File: src/hdl/rst_seq_defines.svh
// Purpose: shared offsets-free constants for the staged reset release sequencer
// Assumes: counts are in ticks of the clock that paces each stage
// Notes: definitions only
`ifndef RST_SEQ_DEFINES_SVH
`define RST_SEQ_DEFINES_SVH

// power-on stretch, in oscillator clock falling edges
`define POR_EXT_TICKS 64
// hold on the software and watchdog request logic, in oscillator edges
`define SYNC_GEN_TICKS 3
// clock-generation stretch after the combined reset, in oscillator edges
`define CLKGEN_EXT_TICKS 32
// peripheral stretch after clock generation starts, in system clock edges
`define PERIP_EXT_TICKS 32
// core stretch after the peripherals start, in system clock edges
`define CORE_EXT_TICKS 32
// width of every stretch counter
`define EXT_CNT_W 8

`endif

File: src/hdl/rst_seq_pkg.sv
// Purpose: types shared by the reset sequencer files
// Assumes: nothing
// Notes: phase order follows the release order
package rst_seq_pkg;
  timeunit 1ns;
  timeprecision 100ps;

  // which reset stage is still holding the device
  typedef enum logic [2:0] {
    PH_POR,
    PH_COMBINED,
    PH_CLKGEN,
    PH_PERIP,
    PH_CORE,
    PH_RUN
  } seq_phase_t;

  // cause of the most recent combined reset: {software, watchdog, external, power-on}
  typedef logic [3:0] reset_cause_t;

endpackage

File: src/hdl/reset_extender.sv
// Purpose: one reset stretcher that releases a fixed number of tick strobes after its input falls, or at once if that input rose and fell while ce was low
// Assumes: tick is a one-cycle strobe on mclk marking a falling edge of the pacing clock
// Notes: the output asserts in the same cycle as hold, with no clock needed
module reset_extender #(
  parameter int unsigned TICKS = 32,
  parameter int unsigned CNT_W = 8
) (
  // clock and control
  input wire logic mclk,
  input wire logic rst,
  input wire logic ce,
  // pacing and input reset
  input wire logic tick,
  input wire logic hold,
  // stretched reset
  output logic rst_out
);
  timeunit 1ns;
  timeprecision 100ps;

  localparam logic [CNT_W-1:0] LOAD = CNT_W'(TICKS);
  localparam logic [CNT_W-1:0] ONE = CNT_W'(1);

  if (TICKS < 1 || TICKS >= (1 << CNT_W)) begin : bad_ticks
    $error("reset_extender: TICKS does not fit the counter");
  end

  logic busy_q;
  logic [CNT_W-1:0] cnt_q;
  wire last_tick = busy_q & tick & (cnt_q == ONE);

  // reload while the input reset stands, count only once it is gone
  always_ff @(posedge mclk) begin
    if (rst) begin
      busy_q <= 1'b1;
      cnt_q <= LOAD;
    end else if (ce) begin
      if (hold) begin
        busy_q <= 1'b1;
        cnt_q <= LOAD;
      end else if (busy_q && tick) begin
        busy_q <= ~last_tick; // release lands on a tick, i.e. a falling edge
        cnt_q <= cnt_q - ONE;
      end
    end
  end

  // input reset passes straight through so assertion never waits for a clock
  assign rst_out = hold | busy_q;
endmodule // reset_extender

File: src/hdl/staged_reset_release_sequencer.sv
// Purpose: combine five reset sources and release clock generation, peripherals and core in order
// Assumes: mclk runs at 40 MHz; osc_fall_tick and sys_fall_tick are one-cycle strobes on mclk
//   marking falling edges of the oscillator clock and the delayed system clock
// Notes: resets assert at once from the asynchronous sources and one mclk cycle after a synchronous one; the stretched resets release
//   only on a strobe, except when their input reset rose and fell while ce was low
// Contract
// - five sources: two asynchronous, three synchronous
// - control register write creates software reset
// - test access port reset by power-on only
// - power-on reset stretched 64 oscillator cycles
// - combined reset ORs sources, holds everything
// - combined release enables control, sync, clkgen
// - sync logic released three oscillator cycles later
// - clock-generation reset released 32 oscillator cycles later
// - early counters paced by the oscillator clock
// - clock-generation stretch totals up to 96 cycles
// - clock-generation release on oscillator falling edge
// - clkgen release starts clocks and peripheral extender
// - peripheral reset released 32 system cycles later
// - core reset released 32 system cycles later
// - peripheral and core release on falling edge
// - core release lets the core run
// - no interrupt requests are raised
`include "rst_seq_defines.svh"

module staged_reset_release_sequencer #(
  parameter int unsigned POR_TICKS = `POR_EXT_TICKS,
  parameter int unsigned SYNC_TICKS = `SYNC_GEN_TICKS,
  parameter int unsigned CLKGEN_TICKS = `CLKGEN_EXT_TICKS,
  parameter int unsigned PERIP_TICKS = `PERIP_EXT_TICKS,
  parameter int unsigned CORE_TICKS = `CORE_EXT_TICKS,
  parameter int unsigned CNT_W = `EXT_CNT_W
) (
  // clock, reset, enable
  input wire logic mclk,
  input wire logic rst,
  input wire logic ce,
  // pacing strobes
  input wire logic osc_fall_tick,
  input wire logic sys_fall_tick,
  // asynchronous sources
  input wire logic por_raw,
  input wire logic ext_reset,
  // synchronous sources
  input wire logic sw_reset_write,
  input wire logic watchdog_timeout_reset,
  input wire logic watchdog_clock_loss_reset,
  // resets out
  output logic tap_reset,
  output logic extended_por_reset,
  output logic combined_reset,
  output logic sync_logic_reset,
  output logic clock_generation_reset,
  output logic peripheral_reset,
  output logic core_reset,
  // enables and status
  output logic ctrl_enable,
  output logic clock_gen_enable,
  output logic core_run,
  output rst_seq_pkg::seq_phase_t phase,
  output rst_seq_pkg::reset_cause_t reset_cause,
  output logic intr_req
);
  timeunit 1ns;
  timeprecision 100ps;
  import rst_seq_pkg::*;

  if (POR_TICKS >= (1 << CNT_W) || CLKGEN_TICKS >= (1 << CNT_W) || PERIP_TICKS >= (1 << CNT_W)
      || CORE_TICKS >= (1 << CNT_W) || SYNC_TICKS >= CLKGEN_TICKS
      || POR_TICKS + CLKGEN_TICKS >= (1 << CNT_W)) begin : bad_counts
    $error("staged_reset_release_sequencer: counts do not fit or sync outlasts clkgen");
  end

  logic sw_req_q;
  logic wd_req_q;
  logic comb_q;
  seq_phase_t phase_q;
  reset_cause_t cause_q;

  // power-on stretch, paced by the oscillator since no system clock runs yet
  reset_extender #(.TICKS(POR_TICKS), .CNT_W(CNT_W)) u_por_ext (
    .mclk(mclk),
    .rst(rst),
    .ce(ce),
    .tick(osc_fall_tick),
    .hold(por_raw),
    .rst_out(extended_por_reset)
  );

  // combined reset: asynchronous sources pass straight through, synchronous ones are latched
  assign combined_reset = extended_por_reset | ext_reset | sw_req_q | wd_req_q;
  // the test access port sees the power-on reset alone
  assign tap_reset = por_raw;

  // hold on the software and watchdog request logic
  reset_extender #(.TICKS(SYNC_TICKS), .CNT_W(CNT_W)) u_sync_gen (
    .mclk(mclk),
    .rst(rst),
    .ce(ce),
    .tick(osc_fall_tick),
    .hold(combined_reset),
    .rst_out(sync_logic_reset)
  );

  // clock-generation stretch; with the power-on stretch in front it totals up to 96 cycles
  reset_extender #(.TICKS(CLKGEN_TICKS), .CNT_W(CNT_W)) u_clkgen_ext (
    .mclk(mclk),
    .rst(rst),
    .ce(ce),
    .tick(osc_fall_tick),
    .hold(combined_reset),
    .rst_out(clock_generation_reset)
  );

  // peripheral stretch runs only once clock generation is out of reset
  reset_extender #(.TICKS(PERIP_TICKS), .CNT_W(CNT_W)) u_perip_ext (
    .mclk(mclk),
    .rst(rst),
    .ce(ce),
    .tick(sys_fall_tick),
    .hold(clock_generation_reset),
    .rst_out(peripheral_reset)
  );

  // core stretch gives peripherals such as the flash interface set-up time
  reset_extender #(.TICKS(CORE_TICKS), .CNT_W(CNT_W)) u_core_ext (
    .mclk(mclk),
    .rst(rst),
    .ce(ce),
    .tick(sys_fall_tick),
    .hold(peripheral_reset),
    .rst_out(core_reset)
  );

  // enables that follow the releases
  assign ctrl_enable = ~combined_reset;
  assign clock_gen_enable = ~clock_generation_reset;
  assign core_run = ~core_reset;
  // this block never asks for an interrupt
  assign intr_req = 1'b0;

  // synchronous request capture; gated by the sync hold so a source cannot re-trigger
  // itself before its own logic has had a reset of reasonable length
  wire sw_take = sw_reset_write & ctrl_enable & ~sync_logic_reset;
  wire wd_take = (watchdog_timeout_reset | watchdog_clock_loss_reset) & ~sync_logic_reset;

  // request flops clear while the sync hold stands, which ends the combined reset they raised
  always_ff @(posedge mclk) begin
    if (rst) begin
      sw_req_q <= 1'b0;
      wd_req_q <= 1'b0;
    end else if (ce) begin
      sw_req_q <= sw_take | (sw_req_q & ~sync_logic_reset);
      wd_req_q <= wd_take | (wd_req_q & ~sync_logic_reset);
    end
  end

  // phase decode, earliest holding stage wins
  wire seq_phase_t phase_d = extended_por_reset ? PH_POR :
                             combined_reset ? PH_COMBINED :
                             clock_generation_reset ? PH_CLKGEN :
                             peripheral_reset ? PH_PERIP :
                             core_reset ? PH_CORE : PH_RUN;
  wire comb_rise = combined_reset & ~comb_q;
  // the take terms are zero at a rise, since a standing combined reset also holds the sync hold
  wire reset_cause_t cause_d = {sw_req_q | sw_take, wd_req_q | wd_take, ext_reset, extended_por_reset};

  // status flops: phase and the cause captured at each new combined reset
  always_ff @(posedge mclk) begin
    if (rst) begin
      phase_q <= PH_POR;
      cause_q <= 4'h1;
      comb_q <= 1'b1;
    end else if (ce) begin
      phase_q <= phase_d;
      comb_q <= combined_reset;
      if (comb_rise) begin
        cause_q <= cause_d;
      end
    end
  end

  assign phase = phase_q;
  assign reset_cause = cause_q;

  // ---- checking helpers: strobe counts since each release cause ----
  logic [CNT_W-1:0] osc_since_por_q;
  logic [CNT_W-1:0] osc_since_comb_q;
  logic [CNT_W-1:0] sys_since_clkgen_q;
  logic [CNT_W-1:0] sys_since_perip_q;
  localparam logic [CNT_W-1:0] CNT_MAX = {CNT_W{1'b1}};
  localparam logic [CNT_W-1:0] CNT_ONE = CNT_W'(1);
  localparam logic [CNT_W-1:0] POR_N = CNT_W'(POR_TICKS);
  localparam logic [CNT_W-1:0] SYNC_N = CNT_W'(SYNC_TICKS);
  localparam logic [CNT_W-1:0] CLKGEN_N = CNT_W'(CLKGEN_TICKS);
  localparam logic [CNT_W-1:0] PERIP_N = CNT_W'(PERIP_TICKS);
  localparam logic [CNT_W-1:0] CORE_N = CNT_W'(CORE_TICKS);
  localparam logic [CNT_W-1:0] TOTAL_N = CNT_W'(POR_TICKS + CLKGEN_TICKS);

  // saturating counters, cleared while their own input reset stands
  always_ff @(posedge mclk) begin
    if (rst) begin
      osc_since_por_q <= '0;
      osc_since_comb_q <= '0;
      sys_since_clkgen_q <= '0;
      sys_since_perip_q <= '0;
    end else if (ce) begin
      if (por_raw) begin
        osc_since_por_q <= '0;
      end else if (osc_fall_tick && osc_since_por_q != CNT_MAX) begin
        osc_since_por_q <= osc_since_por_q + CNT_ONE;
      end
      if (combined_reset) begin
        osc_since_comb_q <= '0;
      end else if (osc_fall_tick && osc_since_comb_q != CNT_MAX) begin
        osc_since_comb_q <= osc_since_comb_q + CNT_ONE;
      end
      if (clock_generation_reset) begin
        sys_since_clkgen_q <= '0;
      end else if (sys_fall_tick && sys_since_clkgen_q != CNT_MAX) begin
        sys_since_clkgen_q <= sys_since_clkgen_q + CNT_ONE;
      end
      if (peripheral_reset) begin
        sys_since_perip_q <= '0;
      end else if (sys_fall_tick && sys_since_perip_q != CNT_MAX) begin
        sys_since_perip_q <= sys_since_perip_q + CNT_ONE;
      end
    end
  end
endmodule // staged_reset_release_sequencer

File: config.mk
export PLATFORM = sky130hd
export DESIGN_NAME = staged_reset_release_sequencer
export DESIGN_NICKNAME = d
export VERILOG_FILES = /design/src/hdl/rst_seq_pkg.sv /design/src/hdl/reset_extender.sv /design/src/hdl/staged_reset_release_sequencer.sv
export VERILOG_INCLUDE_DIRS = /design/src /design/src/hdl
export SDC_FILE = /design/constraint.sdc
export NUM_CORES = 1
export LEC_CHECK = 0
export BUFFER_PORTS_ARGS = -buffer_cell sky130_fd_sc_hd__buf_2
export CORE_AREA = 2 2 112 114
export DETAILED_ROUTE_END_ITERATION = 10
export DIE_AREA = 0 0 114 116
export GPL_TIMING_DRIVEN = 0
export PLACE_DENSITY = 0.52
export SETUP_SLACK_MARGIN = 0.05
export SYNTH_ARGS = -nofsm -noshare
export SYNTH_HDL_FRONTEND = slang
export SYNTH_HIERARCHICAL = 1
export SYNTH_SLANG_ARGS = --single-unit
File: constraint.sdc
create_clock -name mclk -period 3.7 [get_ports mclk]
set_input_delay 0.37 -clock mclk [delete_from_list [all_inputs] [get_ports mclk]]
set_output_delay 0.37 -clock mclk [all_outputs]
set_load 0.005 [all_outputs]
==> results of run 1 <==
-- critical path, delay by kind of cell, from the launching register on --
kind                   cells  cell delay (ns)
and+or+nand+nor            5             1.95
buffers and inverters      3             0.40
DFF                        1             0.33
-- cells by family (layout without fill, tap and decap cells) --
family	after synthesis	in the layout
xor+xnor	5	5
buf+inv	30	62
flops	55	55
simple gates	124	124
other cells	1	1
compound gates	95	95
fa+ha+maj	10	10
mux	10	10
-- layout by cell type (no fill, tap or decap), drive strengths merged --
cell type	synthesis	layout
ha	10	10
nand3b	5	5
o32a	3	3
or3	4	4
nand2b	13	13
nor4	11	11
or2	6	6
nand2	13	13
nor2b	1	1
dfxtp	55	55
and2	3	3
o31ai	9	9
o21ai	12	12
o21bai	2	2
mux2i	10	10
nor2	15	15
and3b	5	5
a211oi	3	3
nor3	6	6
and3	1	1
a221oi	1	1
nand4b	3	3
o32ai	1	1
xnor2	5	5
nand3	10	10
buf	9	35
or4	16	16
or3b	4	4
a311oi	1	1
o31a	1	1
or4b	8	8
clkbuf	1	7
o21ba	3	3
a21o	8	8
a31oi	6	6
inv	20	20
o21a	8	8
a21oi	37	37
conb	1	1
-- state kept, by name, indices dropped and copies added, names as in the netlist --
name	cells
wd_req_q	1
reset_cause	4
u_por_ext/busy_q	1
phase	3
u_sync_gen/busy_q	1
u_core_ext/cnt_q	8
u_sync_gen/cnt_q	8
comb_q	1
u_clkgen_ext/cnt_q	8
u_core_ext/busy_q	1
u_por_ext/cnt_q	8
u_perip_ext/cnt_q	8
u_perip_ext/busy_q	1
u_clkgen_ext/busy_q	1
sw_req_q	1
-- per-stage QoR --
| step | power [mW] | hold slack, ns | setup slack [ns] |
|---|---|---|---|
| 2_1_floorplan | 0.7199 | 0.4391 | 0.9320 |
| 3_3_place_gp | 0.7537 | 0.4454 | 0.3789 |
| 3_5_place_dp | 0.7560 | 0.4494 | 0.4213 |
| 4_1_cts | 1.205 | 0.3557 | 0.3014 |
| 5_1_grt | 1.247 | 0.3536 | 0.07970 |
| 6_report | 1.183 | 0.3568 | 0.3539 |
-- layer usage --
| metal | vias up | GRT usage | share of wire |
|---|---|---|---|
| met5 | - | 0 | 0 |
| li1 | 1291 | - | - |
| met4 | 0 | 0.02439 | 0.0080 |
| met1 | 1171 | 0.1370 | 0.51 |
| met2 | 24 | 0.1599 | 0.45 |
| met3 | 6 | 0.02197 | 0.026 |
-- cell type report --
class                           instances  share of cell area
Clock buffer                            6             0.03780
Sequential cell                        55              0.3229
Buffer                                 10             0.02128
Multi-Input combinational cell        245              0.5039
Tap cell                              147             0.05394
Timing Repair Buffer                   26             0.03817
Inverter                               20             0.02202
-- report_power, final --
group	switching, mW	internal (mW)
combinational	0.0637	0.0566
sequential	0.0152	0.607
clock	0.197	0.244
total	0.276	0.907
-- final timing paths --
kind	startpoint	to	slack, ns	depth (start not counted)
setup / recovery	u_por_ext/busy_q$_SDFFE_PP1P_	core_run	0.35	8
hold / removal	ext_reset	reset_cause[1]$_SDFFE_PP0P_	0.36	3
setup reg to reg	u_por_ext/busy_q$_SDFFE_PP1P_	u_core_ext/cnt_q[2]$_SDFFE_PP0P_	0.63	8
hold reg to reg	reset_cause[0]$_SDFFE_PP1P_	reset_cause[0]$_SDFFE_PP1P_	0.46	2
==> flow_summary_export.csv, run 1 <==
group,metric,value,unit
timing,rsz0062_at_grt,"false",
detailed_routing,vias,2492,
global_routing,grt_pass1_vias,2323,
timing,fmax,0.2989,GHz
synth,synth-main-ff-cell,"dfxtp_1",
synth,synth_top_area_cell,"dfxtp_1",
synth,synth_mux_area_frac,0.03374,
cts,post-cts-setup-buffers,0,
synth,ys_seq_elements,55,
setup_path,cp_common_cell,"or2_2",
floorplanning,core,11910,um2
cts,clock-sinks,55,
timing,tightest_slew,0.5460,ns
pwr,p_per_area,347.0,nW/um2
timing,hold_viol,0,
cts,h-tree-depth,2,
setup_path,end_kind,"output pin",
floorplanning,die_area,13220,um2
run_status,status,"completed",
cts,path_clk_slew,0.06,ns
timing,slew_headroom,0.6333,
pwr,leakage,1.288,nW
place,routabilityCongestion,0.7828,
floorplanning,dieHeight,116,um
setup_path,worst_path_largest_cell_delay,0.44,ns
cts,cts-buffers-inserted,5,
timing,drv_slew,0,
cts,clk-insertion-delay-late,0.28,ns
setup_path,worstPathArrival,2.98,ns
cells_and_area,final_area,3410,um2
detailed_routing,drt_iter0_markers,93,
global_routing,grt_max_degree,28,
cells_and_area,final_cell_count_no_fill,509,
floorplanning,rows,40,
synth,synth_top_family_by_area,"simple AND/OR/NAND/NOR gates",
timing,min_period_over_period,0.9044,
synth,synthAdderAreaFrac,0.04218,
worst_hold_path,hold_class,"input pin to flip-flop",
synth,syn_area,2967,um2
cts,root_buffer,"clkbuf_16",
cts,clockBufferDepth,2,
flow_run,drv_cap,0,
detailed_routing,wl,6415,um
synth,ys_top_cells_by_count,"dfxtp_1, a21oi_1, inv_1",
timing,finalSetupViolations,0,
timing,timing.setup.tns,0,ns
place,port_buffers,26,
setup_path,path_max_fanout,16,
detailed_routing,ant_nets,0,
synth,synth-warning-count,6,
setup_path,crit_required,3.33,ns
synth,ys_seq_area_frac,0.3712,
synth,synth_top_area_share,0.3712,
cells_and_area,layout-drive-gt1-share,0.1906,
synth,synth_nets,350,
place,placed_area,3281,um2
synth,synthXorXnorAreaFrac,0.01476,
timing,fin_crit,3.346,ns
synth,avgSynthCellArea,8.990,um2
cells_and_area,antennaDiodeCount,0,
global_routing,grt_usage,0.09980,
setup_path,start_kind,"flip-flop",
global_routing,antenna_found_initial,0,
timing,skew,0.003904,ns
detailed_routing,wl_per_cell,12.60,um
floorplanning,ios,28,
cts,ctsResizeCount,0,
synth,netlist_instances,330,
synth,synth_cell_types,50,
cells_and_area,final_util,0.2862,
floorplanning,fp.dieW,114,um
synth,synth-simple-area-share,0.2792,
global_routing,grt_pass1_wl,10960,um
cells_and_area,syn_to_final_growth,14.93,%
detailed_routing,dr.pass1.iters,4,
cells_and_area,seq_area,1101,um2
floorplanning,start_util,0.2491,
synth,synth_enable_flop_cells,0,
synth,synth_compound_area_frac,0.2079,
setup_path,crit_slowest_cell,"or2_2",
pwr,irDropWorstVdd,0.1480,mV
place,dp.cells,503,
cells_and_area,multiInputGateArea,1718,um2
synth,synthArstFlopShare,0,
cts,cts_tree,"done",
synth,ys_top_cells_by_area,"dfxtp_1, a21oi_1, ha_1",
detailed_routing,drc_errors,0,
detailed_routing,vias_per_cell,4.896,
cells_and_area,fin_nets,383,
place,hpwl,4707,um
setup_path,path_class,"flip-flop to output pin",
cts,postCtsHoldBufs,0,
cells_and_area,fillers,1293,
global_routing,grt.overflow.total,0,
synth,yosysMostFrequentCell,"dfxtp_1",
setup_path,path_cells,"or2_2, nor4_4, inv_2, or2_2, or2_2, or2_2, inv_1, buf_2",
(Power assumes the default switching activity.)
==> run 2: changes to the inputs <==
- ABC_AREA: default -> 1
- CORE_AREA: 2 2 112 114 -> 2 2 113 115
- DIE_AREA: 0 0 114 116 -> 0 0 115 117
==> run 2 against run 1 <==
Combinational power is 77% higher. Synthesized cell count is 37% higher. Sequential power is 3% higher. Setup slack better by 0.79 ns. Clock skew is 0.0068 ns higher. Final cell count is 25% higher. Non-clock buffer count is 6 lower. Global-route usage is 0.067 points lower. Sequential share of layout area is 0.80 points lower. Power is 18% higher. Critical path type unchanged.
==> flow_summary_export.csv, run 2 <==
group,metric,value,unit
cells_and_area,multiInputGateArea,1598,um2
setup_path,path_max_fanout,10,
setup_path,path_cells,"inv_1, nand2_1, nor2_2, nand2_2, inv_1, nand2_1, inv_1, nand2_1, inv_1, nand2_1, inv_1, buf_2",
setup_path,end_kind,"output pin",
timing,layout_setup_ws,1.146,ns
cts,postCtsHoldBufs,0,
detailed_routing,dr.pass1.iters,4,
setup_path,start_kind,"flip-flop",
place,hpwl,4703,um
global_routing,grt_pass1_vias,2459,
cts,h-tree-depth,2,
synth,synthArstFlopShare,0,
timing,rsz0062_at_grt,"false",
setup_path,critPathLaunch,"u_por_ext/busy_q$_SDFFE_PP1P_",
synth,synth_top_area_share,0.3658,
detailed_routing,ant_nets,0,
timing,tightest_slew,0.5328,ns
global_routing,grt_usage,0.09913,
cts,cts_tree,"done",
global_routing,antenna_found_initial,0,
synth,avgSynthCellArea,6.660,um2
global_routing,grt.overflow.total,0,
place,pre_cts_slack,1.200,ns
setup_path,worst_path_largest_cell_delay,0.37,ns
cells_and_area,layout-drive-gt1-share,0.1728,
timing,fmax,0.3916,GHz
worst_hold_path,hold_class,"input pin to flip-flop",
cells_and_area,seq_area,1101,um2
cells_and_area,antennaDiodeCount,0,
synth,synth_nets,472,
floorplanning,fp.dieW,115,um
setup_path,crit_slowest_cell,"dfxtp_1",
synth,netlist_instances,452,
global_routing,grt_max_degree,23,
timing,drv_slew,0,
synth,yosysMostFrequentCell,"nand2_1",
cts,post-cts-setup-buffers,0,
synth,ys_top_cells_by_area,"dfxtp_1, nand2_1, nor2_1",
pwr,irDropWorstVdd,0.1880,mV
place,placed_area,3328,um2
setup_path,worst-path-buf-inv,6,
place,port_buffers,26,
timing,finalSetupViolations,0,
global_routing,grt_pass1_wl,10960,um
detailed_routing,drt_iter0_markers,82,
synth,ys_top_cells_by_count,"nand2_1, nor2_1, inv_1",
detailed_routing,drc_errors,0,
synth,ys_seq_elements,55,
place,routabilityCongestion,0.7898,
cells_and_area,fin_nets,505,
timing,min_period_over_period,0.6902,
timing,timing.setup.tns,0,ns
setup_path,crit_required,3.33,ns
synth,synth-warning-count,6,
floorplanning,ios,28,
floorplanning,core,12310,um2
timing,slew_headroom,0.6448,
flow_run,drv_cap,0,
floorplanning,start_util,0.2445,
detailed_routing,vias,2658,
cells_and_area,fillers,1358,
cells_and_area,final_util,0.2839,
timing,hold_viol,0,
timing,skew,0.01068,ns
cts,ctsResizeCount,0,
synth,synth-main-ff-cell,"dfxtp_1",
setup_path,r2r_start,"u_por_ext/busy_q$_SDFFE_PP1P_",
detailed_routing,wl_per_cell,9.808,um
floorplanning,die_area,13460,um2
setup_path,path_class,"flip-flop to output pin",
setup_path,cp_common_cell,"inv_1",
cts,cts-buffers-inserted,5,
cells_and_area,final_common_cell,"nand2_1",
cts,root_buffer,"clkbuf_16",
timing,fin_crit,2.554,ns
cts,path_clk_slew,0.08,ns
cells_and_area,final_cell_mix,"nand2_1, nor2_1, inv_1, dfxtp_1, buf_2",
synth,ys_seq_area_frac,0.3658,
pwr,p_per_area,399.6,nW/um2
timing,hold_ws,0.3544,ns
cells_and_area,syn_to_final_growth,16.13,%
cts,clock-sinks,55,
synth,synth_top_area_cell,"dfxtp_1",
floorplanning,rows,41,
detailed_routing,wl,6238,um
synth,synth_cell_types,26,
floorplanning,dieHeight,117,um
cts,clk-insertion-delay-late,0.29,ns
setup_path,reg2reg_slack,1.40,ns
pwr,leakage,1.724,nW
setup_path,worstPathArrival,2.18,ns
cts,clockBufferDepth,2,
synth,syn_area,3010,um2
run_status,status,"completed",
synth,synth_enable_flop_cells,0,
detailed_routing,vias_per_cell,4.179,
worst_hold_path,hold_start,"ext_reset",
setup_path,crit_family,"simple AND/OR/NAND/NOR gates",
cells_and_area,final_area,3496,um2
-- run 2: worst register-to-register path, cell delays in order (launching register included) --
cell	delay (ns)
dfxtp_1	0.37
inv_1	0.06
nand2_1	0.19
nor2_2	0.06
nand2_2	0.19
inv_1	0.09
nand2_1	0.24
inv_1	0.10
nand2_1	0.23
inv_1	0.09
nand2_1	0.09
inv_1	0.06
o21ai_0	0.21
nand2_1	0.08
nand2_1	0.07
a21oi_2	0.05
-- run 2: power by group --
part	switching [mW]	internal (mW)	total [mW]
sequential	0.0185	0.620	0.639
clock	0.222	0.323	0.545
combinational	0.140	0.0737	0.213
total	0.380	1.02	1.40
-- run 2: final timing paths --
path | end | cells past startpoint
worst max-delay path | core_run | 12
worst min-delay path | reset_cause[1]$_SDFFE_PP0P_ | 3
worst max register to register | phase[0]$_SDFFE_PP0P_ | 15
worst min register to register | reset_cause[0]$_SDFFE_PP1P_ | 2
-- run 2: logic make-up (layout without fill, tap and decap cells) --
family	Yosys count	after routing	synth area share
buffers and inverters	77	111	0.1035
other	1	1	0.001246
DFF	55	55	0.3658
adders and majority gates	10	10	0.04156
AOI/OAI and AO/OA	52	52	0.09768
and+or+nand+nor	257	257	0.3903
-- run 2: per-layer routing --
metal  share of wire  vias up  track usage
li1                -     1479            -
met1            0.50     1148       0.1270
met2            0.45       29       0.1694
met3           0.034        2      0.02008
met4          0.0082        0      0.02892
met5               0        -            0
-- run 2: stage by stage --
stage | power [mW] | cells
2_1_floorplan | 0.8136 | 452
3_3_place_gp | 0.8645 | 628
3_5_place_dp | 0.8681 | 628
4_1_cts | 1.421 | 636
5_1_grt | 1.481 | 636
6_report | 1.397 | 636
-- run 2: layout make-up --
cell class,instances,area share
inverter,73,0.07838
timing repair buffer,26,0.03722
clock inverter,2,0.01110
multi-input combinational,320,0.4571
clock buffer,6,0.03686
buffer,4,0.01074
tap,150,0.05369
sequential,55,0.3150
==> run 3: changes to the inputs <==
- PLACE_DENSITY: 0.52 -> 0.53
- clock period: 3.7 -> 2.2 ns (I/O delays scaled with it)
==> run 3 against run 2 <==
Sequential share of layout area fell by 0.50 points. Non-clock buffer count up 3. Routed wire length grew 3.8%. Die area did not move. Setup slack got worse by 0.90 ns. Power increased by 70%. Final cell count rose by 0.47%. Sequential power grew 69%. Hold slack got worse by 0.16 ns.
==> flow_summary_export.csv, run 3 (synthesized netlist as in run 2, its figures left out) <==
group,metric,value,unit
run_status,status,"completed",
global_routing,grt_max_degree,23,
pwr,seqPwrFrac,0.452,
detailed_routing,drc_errors,0,
global_routing,grt_usage,0.1003,
detailed_routing,vias_per_cell,4.291,
cts,cts_tree,"done",
cells_and_area,syn_to_final_growth,18.00,%
timing,hold_viol,0,
detailed_routing,drt_iter0_markers,117,
floorplanning,start_util,0.2445,
floorplanning,rows,41,
cts,cts-buffers-inserted,5,
cts,clockBufferDepth,2,
setup_path,critPathLaunch,"u_por_ext/busy_q$_SDFFE_PP1P_",
setup_path,end_kind,"output pin",
timing,skew,0.006035,ns
floorplanning,ios,28,
place,hpwl,4832,um
setup_path,crit_required,1.98,ns
pwr,switching_share,0.2691,
timing,min_period_over_period,0.8862,
flow_run,drv_cap,0,
cells_and_area,final_util,0.2885,
timing,layout_setup_ws,0.2504,ns
pwr,power_switching,0.6396,mW
place,dp.cells,628,
cells_and_area,final_cell_count_no_fill,639,
cts,h-tree-depth,2,
timing,finalSetupViolations,0,
timing,tightest_slew,0.5453,ns
pwr,power,2.377,mW
floorplanning,fp.dieW,115,um
timing,fmax,0.5129,GHz
floorplanning,die_area,13460,um2
global_routing,antenna_found_initial,0,
place,pre_cts_slack,-0.1672,ns
detailed_routing,wl_per_cell,10.13,um
pwr,pwr-share-comb,0.156,
setup_path,path_max_fanout,7,
timing,hold_ws,0.1968,ns
detailed_routing,dr.pass1.iters,4,
cts,clock-sinks,55,
timing,timing.setup.tns,0,ns
floorplanning,core,12310,um2
setup_path,r2r_cells,15,
pwr,irDropWorstVdd,0.3034,mV
cts,path_clk_slew,0.07,ns
cells_and_area,final_area,3552,um2
detailed_routing,ant_nets,0,
place,placed_area,3328,um2
cells_and_area,final_cell_mix,"nand2_1, nor2_1, inv_1, dfxtp_1, buf_2",
worst_hold_path,hold_class,"input pin to flip-flop",
cts,root_buffer,"clkbuf_16",
timing,rsz0062_at_grt,"false",
setup_path,path_class,"flip-flop to output pin",
global_routing,grt.overflow.total,0,
pwr,power.clock.fraction,0.392,
global_routing,grt_pass1_wl,10920,um
cells_and_area,antennaDiodeCount,0,
place,routabilityCongestion,0.7786,
cells_and_area,final_common_cell,"nand2_1",
detailed_routing,wl,6472,um
setup_path,r2r_start,"u_por_ext/busy_q$_SDFFE_PP1P_",
pwr,p_per_area,669.2,nW/um2
timing,drv_slew,0,
timing,fin_crit,1.950,ns
timing,slew_headroom,0.6365,
place,port_buffers,26,
setup_path,worstPathArrival,1.73,ns
cells_and_area,layout-drive-gt1-share,0.1922,
cts,postCtsHoldBufs,0,
cells_and_area,fin_nets,508,
cts,clk-insertion-delay-late,0.30,ns
setup_path,endpoint,"core_run",
detailed_routing,vias,2742,
pwr,internal_power,1.738,mW
setup_path,start_kind,"flip-flop",
pwr,leakage,1.760,nW
floorplanning,dieHeight,117,um
setup_path,reg2reg_slack,0.43,ns
global_routing,grt_pass1_vias,2479,
setup_path,r2r-end,"phase[0]$_SDFFE_PP0P_",
-- run 3: cell types whose count changed in the layout (fill, tap and decap cells not counted) --
cell and delta:
buf_4 +3, clkbuf_1 -1, clkbuf_8 +1, clkinv_2 +1
inv_1 -3, inv_2 +3, inv_6 -1, nand2_1 -3
nand2_4 +3, nor2_2 -1, nor2_4 +1
-- run 3: timing repair --
item,4_1_cts,5_1_grt
gates resized for setup,8,2
setup endpoints to repair,13,2
pin swaps,1,0
cloned,0,0
buffers inserted,0,3
-- run 3: critical path: stages (launching register included) --
cell and delay (ns):
dfxtp_1 0.34, inv_2 0.08, nand2_4 0.08, nor2_4 0.13
nand2_4 0.08, inv_2 0.08, nand2_4 0.09, inv_2 0.08
nand2_2 0.11, inv_1 0.09, nand2_1 0.07, inv_1 0.09
buf_2 0.12
-- run 3: per-layer routing --
metal  up-vias  global-route usage  routed length, um
met4         0             0.03614                 95
met3         5             0.02317                216
li1       1484                   -                  -
met2        38              0.1706               3009
met1      1215              0.1249               3151
met5         -                   0                  0
-- run 3: area by class of cell --
type                            count  area (um2)
Fill cell                        1356        8760
Multi-Input combinational cell    320        1625
Sequential cell                    55        1101
Inverter                           73       274.0
Tap cell                          150       187.7
Timing Repair Buffer               29       152.6
Clock buffer                        6       138.9
Buffer                              4       37.54
Clock inverter                      2       35.03
-- run 3: how the worst min path moves through the flow --
| stage | start | to | slack, ns | cells after the start |
|---|---|---|---|---|
| global placement | u_por_ext/cnt_q[6]$_SDFFE_PP1P_ | u_por_ext/cnt_q[6]$_SDFFE_PP1P_ | 0.44 | 2 |
| floorplan | rst | phase[0]$_SDFFE_PP0P_ | 0.28 | 1 |
| detailed placement | reset_cause[0]$_SDFFE_PP1P_ | reset_cause[0]$_SDFFE_PP1P_ | 0.45 | 2 |
| CTS | sw_reset_write | sw_req_q$_SDFFE_PP0P_ | 0.19 | 3 |
| global route | sw_reset_write | sw_req_q$_SDFFE_PP0P_ | 0.20 | 3 |
| finish | sw_reset_write | sw_req_q$_SDFFE_PP0P_ | 0.20 | 3 |
-- run 3: power groups by stage --
| stage | combinational [mW] | sequential (mW) | clock (mW) |
|---|---|---|---|
| 2_1_floorplan | 0.277 | 1.09 | 0 |
| 3_3_place_gp | 0.356 | 1.10 | 0 |
| 3_5_place_dp | 0.365 | 1.10 | 0 |
| 4_1_cts | 0.369 | 1.08 | 0.971 |
| 5_1_grt | 0.422 | 1.08 | 1.01 |
| 6_report | 0.370 | 1.08 | 0.932 |
